**src/ubcp_pkg.sv**
```systemverilog
// Package with register map, field layouts and reset values of the baud/polarity block
package ubcp_pkg;
  localparam logic [7:0] ADDR_DIV_LOW = 8'h00;
  localparam logic [7:0] ADDR_DIV_HIGH = 8'h04;
  localparam logic [7:0] ADDR_CTRL = 8'h08;
  localparam logic [7:0] ADDR_STATUS = 8'h0c;
  localparam int CTRL_SYNC_BIT = 0;
  localparam int CTRL_POL_BIT = 1;
  localparam int CTRL_DSPEED_BIT = 2;
  localparam int CTRL_LEGACY_BIT = 3;
  localparam int DIV_W = 12;
  localparam int DIV_HIGH_W = 4;
  localparam logic [11:0] DIV_RESET = 12'h000;
  localparam logic [3:0] CTRL_RESET = 4'h0;
  localparam logic [4:0] OVS_NORMAL = 5'h10;
  localparam logic [4:0] OVS_DOUBLE = 5'h08;
  localparam logic [1:0] RESP_OKAY = 2'h0;
  localparam logic [1:0] RESP_SLVERR = 2'h2;
endpackage

```
**src/ubcp_prescaler.sv**
```systemverilog
// Baud prescaler: down counter reloaded from the divisor, one tick per wrap
`timescale 1ns/1ps
module ubcp_prescaler #(
  parameter int DIV_W = 12
) (
  input wire logic clk_i,
  input wire logic rst_b_i,
  input wire logic [DIV_W-1:0] divisor_i,
  input wire logic reload_i,
  output logic tick_o
);
  logic [DIV_W-1:0] count;

  always_ff @(posedge clk_i or negedge rst_b_i) begin
    if (!rst_b_i) begin
      count <= '0;
    end else if (reload_i) begin
      count <= divisor_i;
    end else if (count == '0) begin
      count <= divisor_i;
    end else begin
      count <= count - 1'b1;
    end
  end

  always_ff @(posedge clk_i or negedge rst_b_i) begin
    if (!rst_b_i) begin
      tick_o <= 1'b0;
    end else begin
      tick_o <= !reload_i && (count == '0);
    end
  end

  a_tick_on_wrap: assert property (@(posedge clk_i) disable iff (!rst_b_i)
    (!reload_i && count == '0) |=> tick_o)
    else $error("prescaler wrap without tick");
  a_reload_loads: assert property (@(posedge clk_i) disable iff (!rst_b_i)
    reload_i |=> (count == $past(divisor_i)) && !tick_o)
    else $error("prescaler not reloaded");
endmodule // ubcp_prescaler

```
**src/ubcp_top.sv**
```systemverilog
// Baud divisor registers, speed selection and synchronous clock polarity with AXI4-Lite access
// Operation
// - Sync polarity 0: transmit changes on rising, receive samples on falling; 1 swaps.
// - Divisor is twelve bits: high register gives top four, low register bottom eight.
// - Writing the low byte reloads the prescaler immediately with the new divisor.
// - Legacy compatibility mode makes the high divisor register inaccessible.
// - Asynchronous double speed changes ticks per bit from sixteen to eight.
//
// Implementation choices: the placing of the registers and register access over AXI4-Lite.
`timescale 1ns/1ps
module ubcp_top (
  input wire logic clk_i,
  input wire logic rst_b_i,
  input wire logic [7:0] s_axi_awaddr,
  input wire logic s_axi_awvalid,
  output logic s_axi_awready,
  input wire logic [31:0] s_axi_wdata,
  input wire logic [3:0] s_axi_wstrb,
  input wire logic s_axi_wvalid,
  output logic s_axi_wready,
  output logic [1:0] s_axi_bresp,
  output logic s_axi_bvalid,
  input wire logic s_axi_bready,
  input wire logic [7:0] s_axi_araddr,
  input wire logic s_axi_arvalid,
  output logic s_axi_arready,
  output logic [31:0] s_axi_rdata,
  output logic [1:0] s_axi_rresp,
  output logic s_axi_rvalid,
  input wire logic s_axi_rready,
  input wire logic sync_clock_pin_i,
  input wire logic serial_in_pin_i,
  input wire logic tx_next_bit_i,
  output logic serial_out_pin_o,
  output logic rx_sample_o,
  output logic rx_sample_bit_o,
  output logic tx_shift_o,
  output logic bit_tick_o,
  output logic baud_tick_o
);
  logic [7:0] div_low;
  logic [3:0] div_high;
  logic [3:0] ctrl;
  logic [7:0] aw_addr;
  logic aw_held;
  logic [31:0] w_data;
  logic [3:0] w_strb;
  logic w_held;
  logic wr_fire;
  logic wr_ok;
  logic low_wr;
  logic [11:0] divisor;
  logic [11:0] next_divisor;
  logic [4:0] ovs_count;
  logic [2:0] xck_sync;
  logic [2:0] rxd_sync;
  logic rxd_level;
  logic xck_level;
  logic xck_rise;
  logic xck_fall;
  logic tx_edge;
  logic rx_edge;
  logic sync_mode;

  assign sync_mode = ctrl[ubcp_pkg::CTRL_SYNC_BIT];
  assign divisor = {div_high, div_low};

  // Write channel: address and data taken in either order
  assign s_axi_awready = !aw_held && !s_axi_bvalid;
  assign s_axi_wready = !w_held && !s_axi_bvalid;
  assign wr_fire = aw_held && w_held && !s_axi_bvalid;
  assign wr_ok = (aw_addr == ubcp_pkg::ADDR_DIV_LOW) || (aw_addr == ubcp_pkg::ADDR_CTRL) ||
    (aw_addr == ubcp_pkg::ADDR_STATUS) ||
    (aw_addr == ubcp_pkg::ADDR_DIV_HIGH && !ctrl[ubcp_pkg::CTRL_LEGACY_BIT]);
  assign low_wr = wr_fire && aw_addr == ubcp_pkg::ADDR_DIV_LOW && w_strb[0];
  // Reload must see the byte being written, not the stale register
  assign next_divisor = low_wr ? {div_high, w_data[7:0]} : divisor;

  always_ff @(posedge clk_i or negedge rst_b_i) begin
    if (!rst_b_i) begin
      aw_held <= 1'b0;
      w_held <= 1'b0;
      aw_addr <= 8'h00;
      w_data <= 32'h0000_0000;
      w_strb <= 4'h0;
      s_axi_bvalid <= 1'b0;
      s_axi_bresp <= ubcp_pkg::RESP_OKAY;
    end else begin
      if (s_axi_awvalid && s_axi_awready) begin
        aw_held <= 1'b1;
        aw_addr <= {s_axi_awaddr[7:2], 2'b00};
      end
      if (s_axi_wvalid && s_axi_wready) begin
        w_held <= 1'b1;
        w_data <= s_axi_wdata;
        w_strb <= s_axi_wstrb;
      end
      if (wr_fire) begin
        aw_held <= 1'b0;
        w_held <= 1'b0;
        s_axi_bvalid <= 1'b1;
        s_axi_bresp <= wr_ok ? ubcp_pkg::RESP_OKAY : ubcp_pkg::RESP_SLVERR;
      end else if (s_axi_bvalid && s_axi_bready) begin
        s_axi_bvalid <= 1'b0;
      end
    end
  end

  always_ff @(posedge clk_i or negedge rst_b_i) begin
    if (!rst_b_i) begin
      div_low <= ubcp_pkg::DIV_RESET[7:0];
      div_high <= ubcp_pkg::DIV_RESET[11:8];
      ctrl <= ubcp_pkg::CTRL_RESET;
    end else if (wr_fire && wr_ok && w_strb[0]) begin
      case (aw_addr)
        ubcp_pkg::ADDR_DIV_LOW: div_low <= w_data[7:0];
        // Reserved upper bits are dropped; legacy mode blocks the write
        ubcp_pkg::ADDR_DIV_HIGH: div_high <= w_data[3:0];
        ubcp_pkg::ADDR_CTRL: ctrl <= w_data[3:0];
        default: ctrl <= ctrl;
      endcase
    end
  end

  // Read channel
  assign s_axi_arready = !s_axi_rvalid;
  always_ff @(posedge clk_i or negedge rst_b_i) begin
    if (!rst_b_i) begin
      s_axi_rvalid <= 1'b0;
      s_axi_rdata <= 32'h0000_0000;
      s_axi_rresp <= ubcp_pkg::RESP_OKAY;
    end else if (s_axi_arvalid && s_axi_arready) begin
      s_axi_rvalid <= 1'b1;
      s_axi_rresp <= ubcp_pkg::RESP_OKAY;
      case ({s_axi_araddr[7:2], 2'b00})
        ubcp_pkg::ADDR_DIV_LOW: s_axi_rdata <= {24'h000000, div_low};
        ubcp_pkg::ADDR_DIV_HIGH: begin
          s_axi_rdata <= ctrl[ubcp_pkg::CTRL_LEGACY_BIT] ? 32'h0000_0000 : {28'h0000000, div_high};
          s_axi_rresp <= ctrl[ubcp_pkg::CTRL_LEGACY_BIT] ? ubcp_pkg::RESP_SLVERR : ubcp_pkg::RESP_OKAY;
        end
        ubcp_pkg::ADDR_CTRL: s_axi_rdata <= {28'h0000000, ctrl};
        ubcp_pkg::ADDR_STATUS: s_axi_rdata <= {29'h0, xck_level, rxd_level, serial_out_pin_o};
        default: begin
          s_axi_rdata <= 32'h0000_0000;
          s_axi_rresp <= ubcp_pkg::RESP_SLVERR;
        end
      endcase
    end else if (s_axi_rvalid && s_axi_rready) begin
      s_axi_rvalid <= 1'b0;
    end
  end

  ubcp_prescaler #(
    .DIV_W(ubcp_pkg::DIV_W)
  ) u_prescaler (
    .clk_i(clk_i),
    .rst_b_i(rst_b_i),
    .divisor_i(next_divisor),
    .reload_i(low_wr),
    .tick_o(baud_tick_o)
  );

  // Oversampling divider: 16 normally, 8 with double speed in async mode
  always_ff @(posedge clk_i or negedge rst_b_i) begin
    if (!rst_b_i) begin
      ovs_count <= 5'h00;
      bit_tick_o <= 1'b0;
    end else begin
      bit_tick_o <= 1'b0;
      if (low_wr) begin
        ovs_count <= 5'h00;
      end else if (baud_tick_o) begin
        if (ovs_count >= ((ctrl[ubcp_pkg::CTRL_DSPEED_BIT] && !sync_mode) ?
            ubcp_pkg::OVS_DOUBLE : ubcp_pkg::OVS_NORMAL) - 5'h01) begin
          ovs_count <= 5'h00;
          bit_tick_o <= 1'b1;
        end else begin
          ovs_count <= ovs_count + 5'h01;
        end
      end
    end
  end

  // Pin inputs: three stages, change counted once stages two and three agree
  always_ff @(posedge clk_i or negedge rst_b_i) begin
    if (!rst_b_i) begin
      xck_sync <= 3'b000;
      rxd_sync <= 3'b111;
      xck_level <= 1'b0;
      rxd_level <= 1'b1;
    end else begin
      xck_sync <= {xck_sync[1:0], sync_clock_pin_i};
      rxd_sync <= {rxd_sync[1:0], serial_in_pin_i};
      if (xck_sync[1] == xck_sync[2]) begin
        xck_level <= xck_sync[2];
      end
      if (rxd_sync[1] == rxd_sync[2]) begin
        rxd_level <= rxd_sync[2];
      end
    end
  end

  assign xck_rise = (xck_sync[1] == xck_sync[2]) && xck_sync[2] && !xck_level;
  assign xck_fall = (xck_sync[1] == xck_sync[2]) && !xck_sync[2] && xck_level;
  // Polarity ignored in async mode, so a stale setting cannot misalign edges
  assign tx_edge = ctrl[ubcp_pkg::CTRL_POL_BIT] ? xck_fall : xck_rise;
  assign rx_edge = ctrl[ubcp_pkg::CTRL_POL_BIT] ? xck_rise : xck_fall;

  always_ff @(posedge clk_i or negedge rst_b_i) begin
    if (!rst_b_i) begin
      serial_out_pin_o <= 1'b1;
      tx_shift_o <= 1'b0;
      rx_sample_o <= 1'b0;
      rx_sample_bit_o <= 1'b1;
    end else begin
      tx_shift_o <= sync_mode && tx_edge;
      rx_sample_o <= sync_mode && rx_edge;
      if (sync_mode && tx_edge) begin
        serial_out_pin_o <= tx_next_bit_i;
      end else if (!sync_mode && bit_tick_o) begin
        serial_out_pin_o <= tx_next_bit_i;
      end
      if (sync_mode && rx_edge) begin
        rx_sample_bit_o <= rxd_level;
      end
    end
  end

  a_pol0_tx_rise: assert property (@(posedge clk_i) disable iff (!rst_b_i)
    (sync_mode && !ctrl[ubcp_pkg::CTRL_POL_BIT] && xck_rise) |=> tx_shift_o && !rx_sample_o)
    else $error("polarity 0 transmit edge wrong");
  a_pol1_rx_rise: assert property (@(posedge clk_i) disable iff (!rst_b_i)
    (sync_mode && ctrl[ubcp_pkg::CTRL_POL_BIT] && xck_rise) |=> rx_sample_o && !tx_shift_o)
    else $error("polarity 1 receive edge wrong");
  a_div_compose: assert property (@(posedge clk_i) disable iff (!rst_b_i)
    (wr_fire && wr_ok && w_strb[0] && aw_addr == ubcp_pkg::ADDR_DIV_HIGH) |=>
    divisor[11:8] == $past(w_data[3:0]) && divisor[7:0] == $past(div_low))
    else $error("divisor high nibble not stored");
  a_legacy_block: assert property (@(posedge clk_i) disable iff (!rst_b_i)
    (wr_fire && ctrl[ubcp_pkg::CTRL_LEGACY_BIT] && aw_addr == ubcp_pkg::ADDR_DIV_HIGH) |=>
    $stable(div_high) && s_axi_bresp == ubcp_pkg::RESP_SLVERR)
    else $error("legacy mode high register written");
  a_low_reload: assert property (@(posedge clk_i) disable iff (!rst_b_i)
    low_wr |=> !baud_tick_o ##1 ovs_count == 5'h00)
    else $error("low write did not restart prescaler");
  a_double_speed: assert property (@(posedge clk_i) disable iff (!rst_b_i)
    (baud_tick_o && !low_wr && ctrl[ubcp_pkg::CTRL_DSPEED_BIT] && !sync_mode) |=>
    ovs_count <= 5'h07)
    else $error("double speed divider exceeded eight");
endmodule // ubcp_top

```
**config.mk**
```make
export PLATFORM = sky130hd
export DESIGN_NAME = ubcp_top
export DESIGN_NICKNAME = d
export VERILOG_FILES = /design/src/ubcp_pkg.sv /design/src/ubcp_prescaler.sv /design/src/ubcp_top.sv
export SDC_FILE = /design/constraint.sdc
export NUM_CORES = 1
export LEC_CHECK = 0
export ABC_AREA = 0
export BUFFER_PORTS_ARGS = -buffer_cell sky130_fd_sc_hd__buf_2
export CAP_MARGIN = 20
export CORE_ASPECT_RATIO = 0.5
export CORE_MARGIN = 3
export CORE_UTILIZATION = 40
export CTS_CLUSTER_DIAMETER = 80
export DETAILED_ROUTE_END_ITERATION = 8
export GPL_TIMING_DRIVEN = 0
export PLACE_DENSITY = 0.77
export SYNTH_ARGS = -nofsm -noshare
export SYNTH_HDL_FRONTEND = slang
export SYNTH_SLANG_ARGS = --single-unit
```
**constraint.sdc**
```tcl
create_clock -name clk_i -period 3.2 [get_ports clk_i]
set_input_delay 0.32 -clock clk_i [delete_from_list [all_inputs] [get_ports clk_i]]
set_output_delay 0.32 -clock clk_i [all_outputs]
set_load 0.005 [all_outputs]
```
# After elaboration in Yosys (flattened, before gate mapping)
# Cells that the tools add are included.
[op_classes]
multipliers = 0
n_div = 0
n_lt_le_gt_ge = 1
n_eq_ne = 8
n_mux = 27
addsub = 3
bitwise_logic = 0
reduce_logical = 48
shift = 0
[op_table]
columns = ["cell", "count"]
rows = [
  ["case mux 8 bit (4 select lines)", 1],
  ["== test 6 x 2 -> 1 bit (second input constant)", 4],
  ["two-way mux 12 bit", 2],
  ["logical AND 1 bit", 23],
  ["two-way mux 5 bit", 4],
  ["two-way mux 1 bit", 15],
  ["== test 6 x 1 -> 1 bit (second input constant)", 2],
  ["logical NOT 12 bit", 1],
  ["nonzero test 2 bit", 6],
  ["subtractor 12 x 1 -> 12 bit (second input constant)", 1],
  ["logical NOT 1 bit", 9],
  ["logical NOT 8 bit", 1],
  ["two-way mux 8 bit", 1],
  ["logical NOT 6 bit", 1],
  ["AND reduction 2 bit", 3],
  ["adder 5 x 1 -> 5 bit (second input constant)", 1],
  [">= comparator 5 bit", 1],
  ["subtractor 5 x 1 -> 5 bit (second input constant)", 1],
  ["two-way mux 2 bit", 2],
  ["two-way mux 4 bit", 1],
  ["case mux 2 bit (2 select lines)", 1],
  ["logical OR 1 bit", 3],
  ["OR reduction 3 bit", 1],
  ["== test 1 bit", 2],
]
[totals]
in_bits = 62
ram_bits = 0
out_inout_bits = 47
latch_bits = 0
romBits = 0
mem_count = 0
register_bits = 102
wordCells = 112

# Longest topological paths before layout
# Gate-level depths: netlist of run 1.
[depth]
depth_word = 8
ltp_mapped = 7
mapped_depth_nobuf = 6

# Hierarchy
# Synthesis of run 1 repeated with hierarchy kept, for this count alone.
[unflattened]
cells_unflattened = 319
hier_area_um2 = 3702.3
[modules_own_cells]
columns = ["module", "seq_area_each_um2", "n_inst", "area_per_inst_um2", "cells_each"]
rows = [
  ["ubcp_top", 1584.0, 1, 2970.3, 246],
  ["ubcp_prescaler", 325.3, 1, 732.0, 73],
]

# Least setup slack after synthesis of run 1
# OpenSTA, ideal clock, no wires.
[synth_timing]
path_kind = "register to register"
from = "reg aw_addr[5]"
to = "reg u_prescaler.count[10]"
required_ps = 3075
period_less_slack_ps = 1902
t_arrival_ps = 1778
stages_incl_launch_ff = 5
setup_time_ps = 125
path_buffers = 0
path_slack_ps = 1298
cell_sequence = "dfrtp_1 > or4_4 > or2_4 > o31ai_4 > mux2_2"
[synth_between]
elab_chain_len = 4
[synth_rtl]
columns = ["element", "line", "rtl"]
rows = [
  ["start, declared", "ubcp_top.sv:44", "logic [7:0] aw_addr;"],
  ["start signal, assigned", "ubcp_top.sv:91", "aw_addr <= {s_axi_awaddr[7:2], 2'b00};"],
  ["logical NOT 8 bit", "ubcp_top.sv:75", "assign low_wr = wr_fire && aw_addr == ubcp_pkg::ADDR_DIV_LOW && w_strb[0];"],
  ["logical AND 1 bit (2 in series)", "ubcp_top.sv:75", ""],
  ["two-way mux 12 bit", "ubcp_prescaler.sv:17", "end else if (reload_i) begin"],
  ["end signal, assigned", "ubcp_prescaler.sv:18", "count <= divisor_i;"],
  ["end signal, assigned", "ubcp_prescaler.sv:20", "count <= divisor_i;"],
  ["end signal, assigned", "ubcp_prescaler.sv:22", "count <= count - 1'b1;"],
  ["end, declared", "ubcp_prescaler.sv:12", "logic [DIV_W-1:0] count;"],
]
# Every way passes these cells.
# A chain may end at the register's enable or synchronous reset.

# Final worst setup path of run 1
[layout_timing]
from = "reg u_prescaler.count[0]"
to = "reg u_prescaler.count[10]"
[layout_between]
elab_chain_len = 3
word_cells_on_any_way = 4
cone_classes = "1 x add/sub; 2 x mux; 1 x reduce/logical"
[layout_rtl]
columns = ["element", "line", "rtl"]
rows = [
  ["subtractor 12 x 1 -> 12 bit / logical NOT 12 bit (equally long branches)", "ubcp_prescaler.sv:22, ubcp_prescaler.sv:19", ""],
  ["two-way mux 12 bit (*)", "ubcp_prescaler.sv:19", "end else if (count == '0) begin"],
  ["two-way mux 12 bit (*)", "ubcp_prescaler.sv:17", ""],
]
# Mark *: on every way between the ends. The rest lies on a longest branch, timed or not.

==> results.md, run 1 <==
* Status: completed
* Layout fillers at 732
* Via-to-Cell Ratio at 4.913
* PwrDens at 785.8 nW/um^2
* CTS Hold Bufs at 1
* Starting Density at 43.34%
* Fin. Hold Viols at 0
* Initial antenna violation count at 0
* Tmin final at 2.064 ns
* RSZ-0062 raised after global routing: false
* Post-CTS sizing at 0
* Clock slew at reported path FFs at 0.06 ns
* Grt ovf at 0
* Critical Path AT at 2.27 ns
* P_leak at 0.002244 uW
* Reg2Reg Depth at 7
* Initial DRC count at 131
* Ports at 109
* Die Ht at 73.48 um
* CTS H-Tree Depth at 3
* Hold path depth at 1
* Total GRT Usage at 15.36%
* WHS at 0.09611 ns
* Synth warnings at 0
* Critical path type: register to register
* First-pass GRT wire length at 12430 um
* Max-Cap Viols at 0
* Library cells used by synthesis at 46
* GP Congestion at 0.8714
* # Post-CTS Setup Buffers at 0
* Final Setup Violations at 0
* Total Power at 3497 uW
* Dominant synthesized flop cell: dfrtp_1
* Remaining antenna violation count at 0
* Worst Hold Class: input pin to register
* Clk_lat worst skew at 0.33 ns
* Post-route cell area at 4451 um^2
* CP Capture Type: register
* Reg area at 1909 um^2
* Worst Setup Start Kind: register
* Setup Skew at 0.005681 ns
* CTS tree: built
* Synth async-reset ratio at 100.0%
* Die area at 10360 um^2
* Placement Cell Area at 4151 um^2
* Avg Inst Size Synth at 11.24 um^2
* Num CTS Buffers at 9
* Detailed Place HPWL at 5575 um
* CTS Sinks at 76
* Max Root-Sink Buffers at 2
* Commonest non-fill, non-tap cells in the layout: 70 x dfrtp_1, 51 x buf_2, 33 x nand2_1
* Share of layout cells above drive strength 1 at 33.17%
* Max-slew headroom at 56.36%
* Worst EP required at 3.41 ns
* CTS root buffer: clkbuf_16
* Critical-path maximum fanout at 5
* DRT Pass-1 Iters at 4
* Core Area at 8403 um^2
* Vias at 2594
* Commonest non-fill, non-tap cell in the layout: dfrtp_1
* Seq cells post-synth at 76
* Antenna diodes at 0
* Row count at 23
* Synthesized cell area at 3642 um^2
* Final wirelength at 7397 um
* EDFF count, synth at 0
* Setup total negative slack at 0 ns
* Die Span X at 141.0 um
* Worst-margin pin slew at 0.6486 ns
* DR DRC count at 0
* Largest net degree at the start of global routing at 56
* I/O Buffers at 49
* Max Freq at 484.4 MHz
* Max IR drop VDD at 0.3434 mV
* Nets at 479
* Area grow syn2layout at 22.19%
* Max Slew Vio Count at 0
* Wire length per cell at 14.01 um
* Post-synthesis cell count at 324
* Multi-input logic area at 1529 um^2
* Register area share after synthesis at 52.42%
* Fin crit share at 64.51%
* Vias in the first global route at 2494
==> sequential cells by signal (all words and copies together), names as in the netlist, 3 cells and up <==
| signal | flops |
|---|---|
| s_axi_rdata | 8 |
| rxd_sync | 3 |
| ovs_count | 5 |
| xck_sync | 3 |
| w_data | 8 |
| aw_addr | 6 |
| div_low | 8 |
| ctrl | 4 |
| div_high | 4 |
| u_prescaler.count | 12 |
==> per-layer routing <==
layer	global-route usage (%)	up-vias	part of all wire, %
li1	-	1269	-
met3	4.096	10	8.7
met2	23.31	95	43
met5	0	-	0
met1	21.48	1220	47
met4	5.478	0	1.4
==> through the flow <==
| stage | instances | utilization [%] | setup slack (ns) |
|---|---|---|---|
| after floorplan | 349 | - | 1.298 |
| final | 528 | 52.96 | 1.136 |
| after detailed placement | 511 | 49.40 | 1.170 |
| after global routing | 528 | 52.96 | 0.9874 |
| after CTS | 528 | 52.96 | 1.133 |
| after global placement | 510 | 49.05 | 1.204 |
==> layout make-up <==
cell class	instances	share of cell area, %
multi-input cells	223	34.35
clock buffers	14	5.707
plain buffers	38	5.679
well taps	112	3.149
clock inverters	2	0.7872
flip-flops and latches	76	42.90
inverters	12	1.012
repair buffers	51	6.410
==> worst max-delay path: stages (launching register included) <==
cell and delay (ns):
dfrtp_1 0.40, inv_1 0.11, ha_1 0.18, or3b_2 0.45
clkbuf_1 0.17, nor3_1 0.25, xor2_1 0.11, mux2_2 0.28
==> synth_stat cells (4+ instances only) <==
library cell	n	share of area (%)
xor2_1	4	0.96
a22o_1	8	1.9
mux2i_1	6	1.6
buf_4	26	5.4
a21oi_1	9	1.2
nand3_1	4	0.55
o31ai_1	7	1.4
dfstp_2	6	4.3
nor3_1	5	0.69
inv_1	12	1.2
nor2_1	15	1.5
a31oi_1	4	0.69
and3_1	4	0.69
o21ai_0	13	1.8
a211oi_1	4	0.82
or3_1	4	0.69
ha_1	6	2.1
nor2b_1	5	0.86
dfrtp_1	70	48
nor4_1	5	0.86
clkbuf_1	7	0.72
nand2_1	33	3.4
mux2_2	28	8.7
==> logic make-up after synthesis <==
group                    synth area share (%)
AO/OA/AOI/OAI                           9.996
XOR/XNOR                                1.443
adder cells (fa/ha/maj)                 2.336
buffers and inverters                   8.176
flip-flops                              52.42
multiplexers                            10.92
other                                  0.1030
AND/OR/NAND/NOR                         14.60
==> worst paths after layout <==
kind	startpoint	to	slack (ns)
max reg2reg	u_prescaler.count[0]	u_prescaler.count[10]	1.14
max in group asynchronous	rst_b_i	rxd_sync[1]	2.16
max	u_prescaler.count[0]	u_prescaler.count[10]	1.14
min	serial_in_pin_i	rxd_sync[0]	0.1
min reg2reg	xck_sync[0]	xck_sync[1]	0.35
min in group asynchronous	rst_b_i	u_prescaler.tick_o	0.44
==> power breakdown <==
part	switching, uW	internal [uW]
Clock	354	625
Sequential	312	1290
Combinational	427	489
Note: power is estimated with default switching activity, not from simulation.
==> inputs of run 2 (changes only) <==
clock period = 2 ns   (was 3.2 ns; I/O delays follow)
==> run 2 against run 1 <==
The flow now finishes with violations (setup timing); combinational power is 70% higher; critical path depth shrank 2; non-clock buffer count rose by 9; global-route usage grew 0.40 points; core utilization grew 1.9 points; clock power rose by 62%; setup slack lost 1.2 ns; clock-buffer cell count did not move; critical path type unchanged; largest cell class unchanged.
==> results.md, run 2 (synthesized netlist as in run 1, its figures left out) <==
* DR DRC count at 0 (unchanged)
* Worst EP required at 2.21 ns (-1.20 ns)
* Clock slew at reported path FFs at 0.06 ns (about the same)
* First-pass GRT wire length at 12760 um (+2.6%)
* Antenna diodes at 0 (unchanged)
* Worst Hold Class: input pin to register
* Tmin final at 2.058 ns (-0.006357 ns)
* R2r startpoint: aw_addr[6]
* Worst Setup Start Kind: register
* Die area at 10360 um^2 (unchanged)
* Max reg flops at 12 (unchanged)
* CP bufs+invs at 1 (-1)
* Max-Cap Viols at 0 (unchanged)
* Area grow syn2layout at 26.55%
* CTS tree: built
* WHS at 0.06066 ns (-0.03545 ns)
* Share of layout cells above drive strength 1 at 36.24% (+3.1 points)
* CTS Sinks at 76 (unchanged)
* Max stage delay cell, worst path: or4_4
* Worst-margin pin slew at 0.6474 ns (-0.001121 ns)
* Biggest register: u_prescaler.count
* Clk_lat worst skew at 0.33 ns (about the same)
* Commonest non-fill, non-tap cells in the layout: 69 x dfrtp_1, 49 x buf_2, 35 x buf_4
* Vias in the first global route at 2538 (+1.8%)
* DRT Pass-1 Iters at 4 (unchanged)
* Critical Path Max Stage Delay at 0.55 ns (+0.10 ns)
* Grt ovf at 0 (unchanged)
* Num CTS Buffers at 9 (unchanged)
* Fin. Hold Viols at 0 (unchanged)
* Ports at 109 (unchanged)
* Die Span X at 141.0 um (unchanged)
* Crit path to: ctrl[0]
* Delay-heaviest family, CP: simple AND/OR/NAND/NOR gates
* Reg-to-reg slack, setup at -0.06 ns (-1.19 ns)
* Max Freq at 485.9 MHz (+0.31%)
* Remaining antenna violation count at 0 (unchanged)
* Row count at 23 (unchanged)
* Total Power at 5722 uW (+64%)
* Detailed Place HPWL at 5575 um (unchanged)
* Placement Cell Area at 4151 um^2 (unchanged)
* Crit-path cells: or4_4, or2_4, buf_6, nor3_4, mux2_2
* Vias at 2653 (+2.3%)
* Final Setup Violations at 8 (+8)
* P_leak at 0.002315 uW (+3.2%)
* Largest net degree at the start of global routing at 56 (unchanged)
* Status: complete, but fails checks
* Critical path type: register to register
* Failing checks: setup timing
* PwrDens at 1241 nW/um^2 (+58%)
* Max IR drop VDD at 0.5641 mV (+64%)
* Core Area at 8403 um^2 (unchanged)
* Reg area at 1911 um^2 (about the same)
* Fin crit share at 102.9% (+38 points)
* Multi-input logic area at 1582 um^2 (+3.4%)
* Starting Density at 43.34% (unchanged)
* Layout fillers at 713 (-2.6%)
* Max Slew Vio Count at 0 (unchanged)
* Critical Path AT at 2.27 ns (about the same)
* RR Endpoint: ctrl[0]
* Wire length per cell at 14.67 um (+4.7%)
* Commonest non-fill, non-tap cell in the layout: dfrtp_1
* Max-slew headroom at 56.44% (+0.076 points)
* Via-to-Cell Ratio at 4.940 (+0.56%)
* Post-route cell area at 4609 um^2 (+3.6%)
* Final worst slack at -0.05787 ns (-1.194 ns)
* Max Root-Sink Buffers at 2 (unchanged)
* Setup total negative slack at -0.2148 ns (-0.2148 ns)
* CP Capture Type: register
* I/O Buffers at 49 (unchanged)
* Die Ht at 73.48 um (unchanged)
* CTS H-Tree Depth at 3 (unchanged)
* CTS root buffer: clkbuf_16
* Setup crit start: aw_addr[6]
* RSZ-0062 raised after global routing: true
* Nets at 488 (+1.9%)
* GP Congestion at 0.8714 (unchanged)
* Initial antenna violation count at 0 (unchanged)
* Total GRT Usage at 15.76% (+0.40 points)
* Critical path depth at 5 (-2)
* Critical-path maximum fanout at 4 (-1)
* Final wirelength at 7878 um (+6.5%)
* Initial DRC count at 120 (-8.4%)
* Reg2Reg Depth at 5 (-2)
* Setup Skew at 0.005031 ns (-0.0006499 ns)
==> run 2: cell types whose count changed in the layout (fill, tap and decap cells not counted), moves of 2 or more <==
cell	previous run	this run
mux2_2	28	23
buf_2	51	49
clkbuf_1	11	9
nor3_2	0	2
dlygate4sd3_1	1	3
mux2_4	0	5
buf_6	1	3
buf_4	27	35
nor3_1	5	3
==> run 2: cell type report <==
| cell class | count | share of cell area [%] |
|---|---|---|
| sequential | 76 | 41.45 |
| tap | 112 | 3.040 |
| inverter | 12 | 0.9772 |
| buffer | 36 | 5.429 |
| timing repair buffer | 62 | 8.523 |
| clock buffer | 14 | 5.510 |
| clock inverter | 2 | 0.7600 |
| multi-input combinational | 223 | 34.31 |
==> run 2: stage by stage <==
stage	util, %	instances	setup WS (ns)
after floorplan	-	349	0.09757
after global placement	49.05	510	0.003984
after detailed placement	49.40	511	-0.02991
after CTS	53.90	533	-0.008439
after global routing	54.85	537	-0.1122
final	54.85	537	-0.05787
==> run 2: worst min-delay path by stage <==
stage,from,to,slack (ns),cells past startpoint
2_1_floorplan,rst_b_i,aw_addr[2],-0.1,0
3_3_place_gp,serial_in_pin_i,rxd_sync[0],0.31,1
3_5_place_dp,rst_b_i,ovs_count[1],0.12,1
4_1_cts,s_axi_rready,s_axi_rvalid,0.05,2
5_1_grt,s_axi_bready,s_axi_bvalid,0.07,2
6_report,s_axi_rready,s_axi_rvalid,0.06,2
==> run 2: timing repair <==
item                                    4_1_cts  5_1_grt
endpoints found under the setup margin        4       30
gates resized for setup                       7       12
hold endpoints to repair                     23        0
hold buffers                                  3        0
setup buffers                                 5        4
pin swaps                                     3        2
==> run 2: layer usage <==
metal | track usage, % | vias to the layer above | share of wire [%]
met4 | 5.478 | 0 | 1.2
met5 | 0 | - | 0
met2 | 24.42 | 91 | 44
met1 | 21.77 | 1258 | 47
li1 | - | 1295 | -
met3 | 4.096 | 9 | 7.4
==> run 2: worst register-to-register path: stages (launching register included) <==
cell     delay, ns
dfrtp_1       0.37
or4_4         0.55
or2_4         0.28
buf_6         0.13
nor3_4        0.23
mux2_2        0.38
==> run 2: power by group <==
part	switching [uW]	internal [uW]	total [uW]
Clock	576	1000	1580
Combinational	717	839	1560
Sequential	525	2070	2590
Total	1820	3910	5720
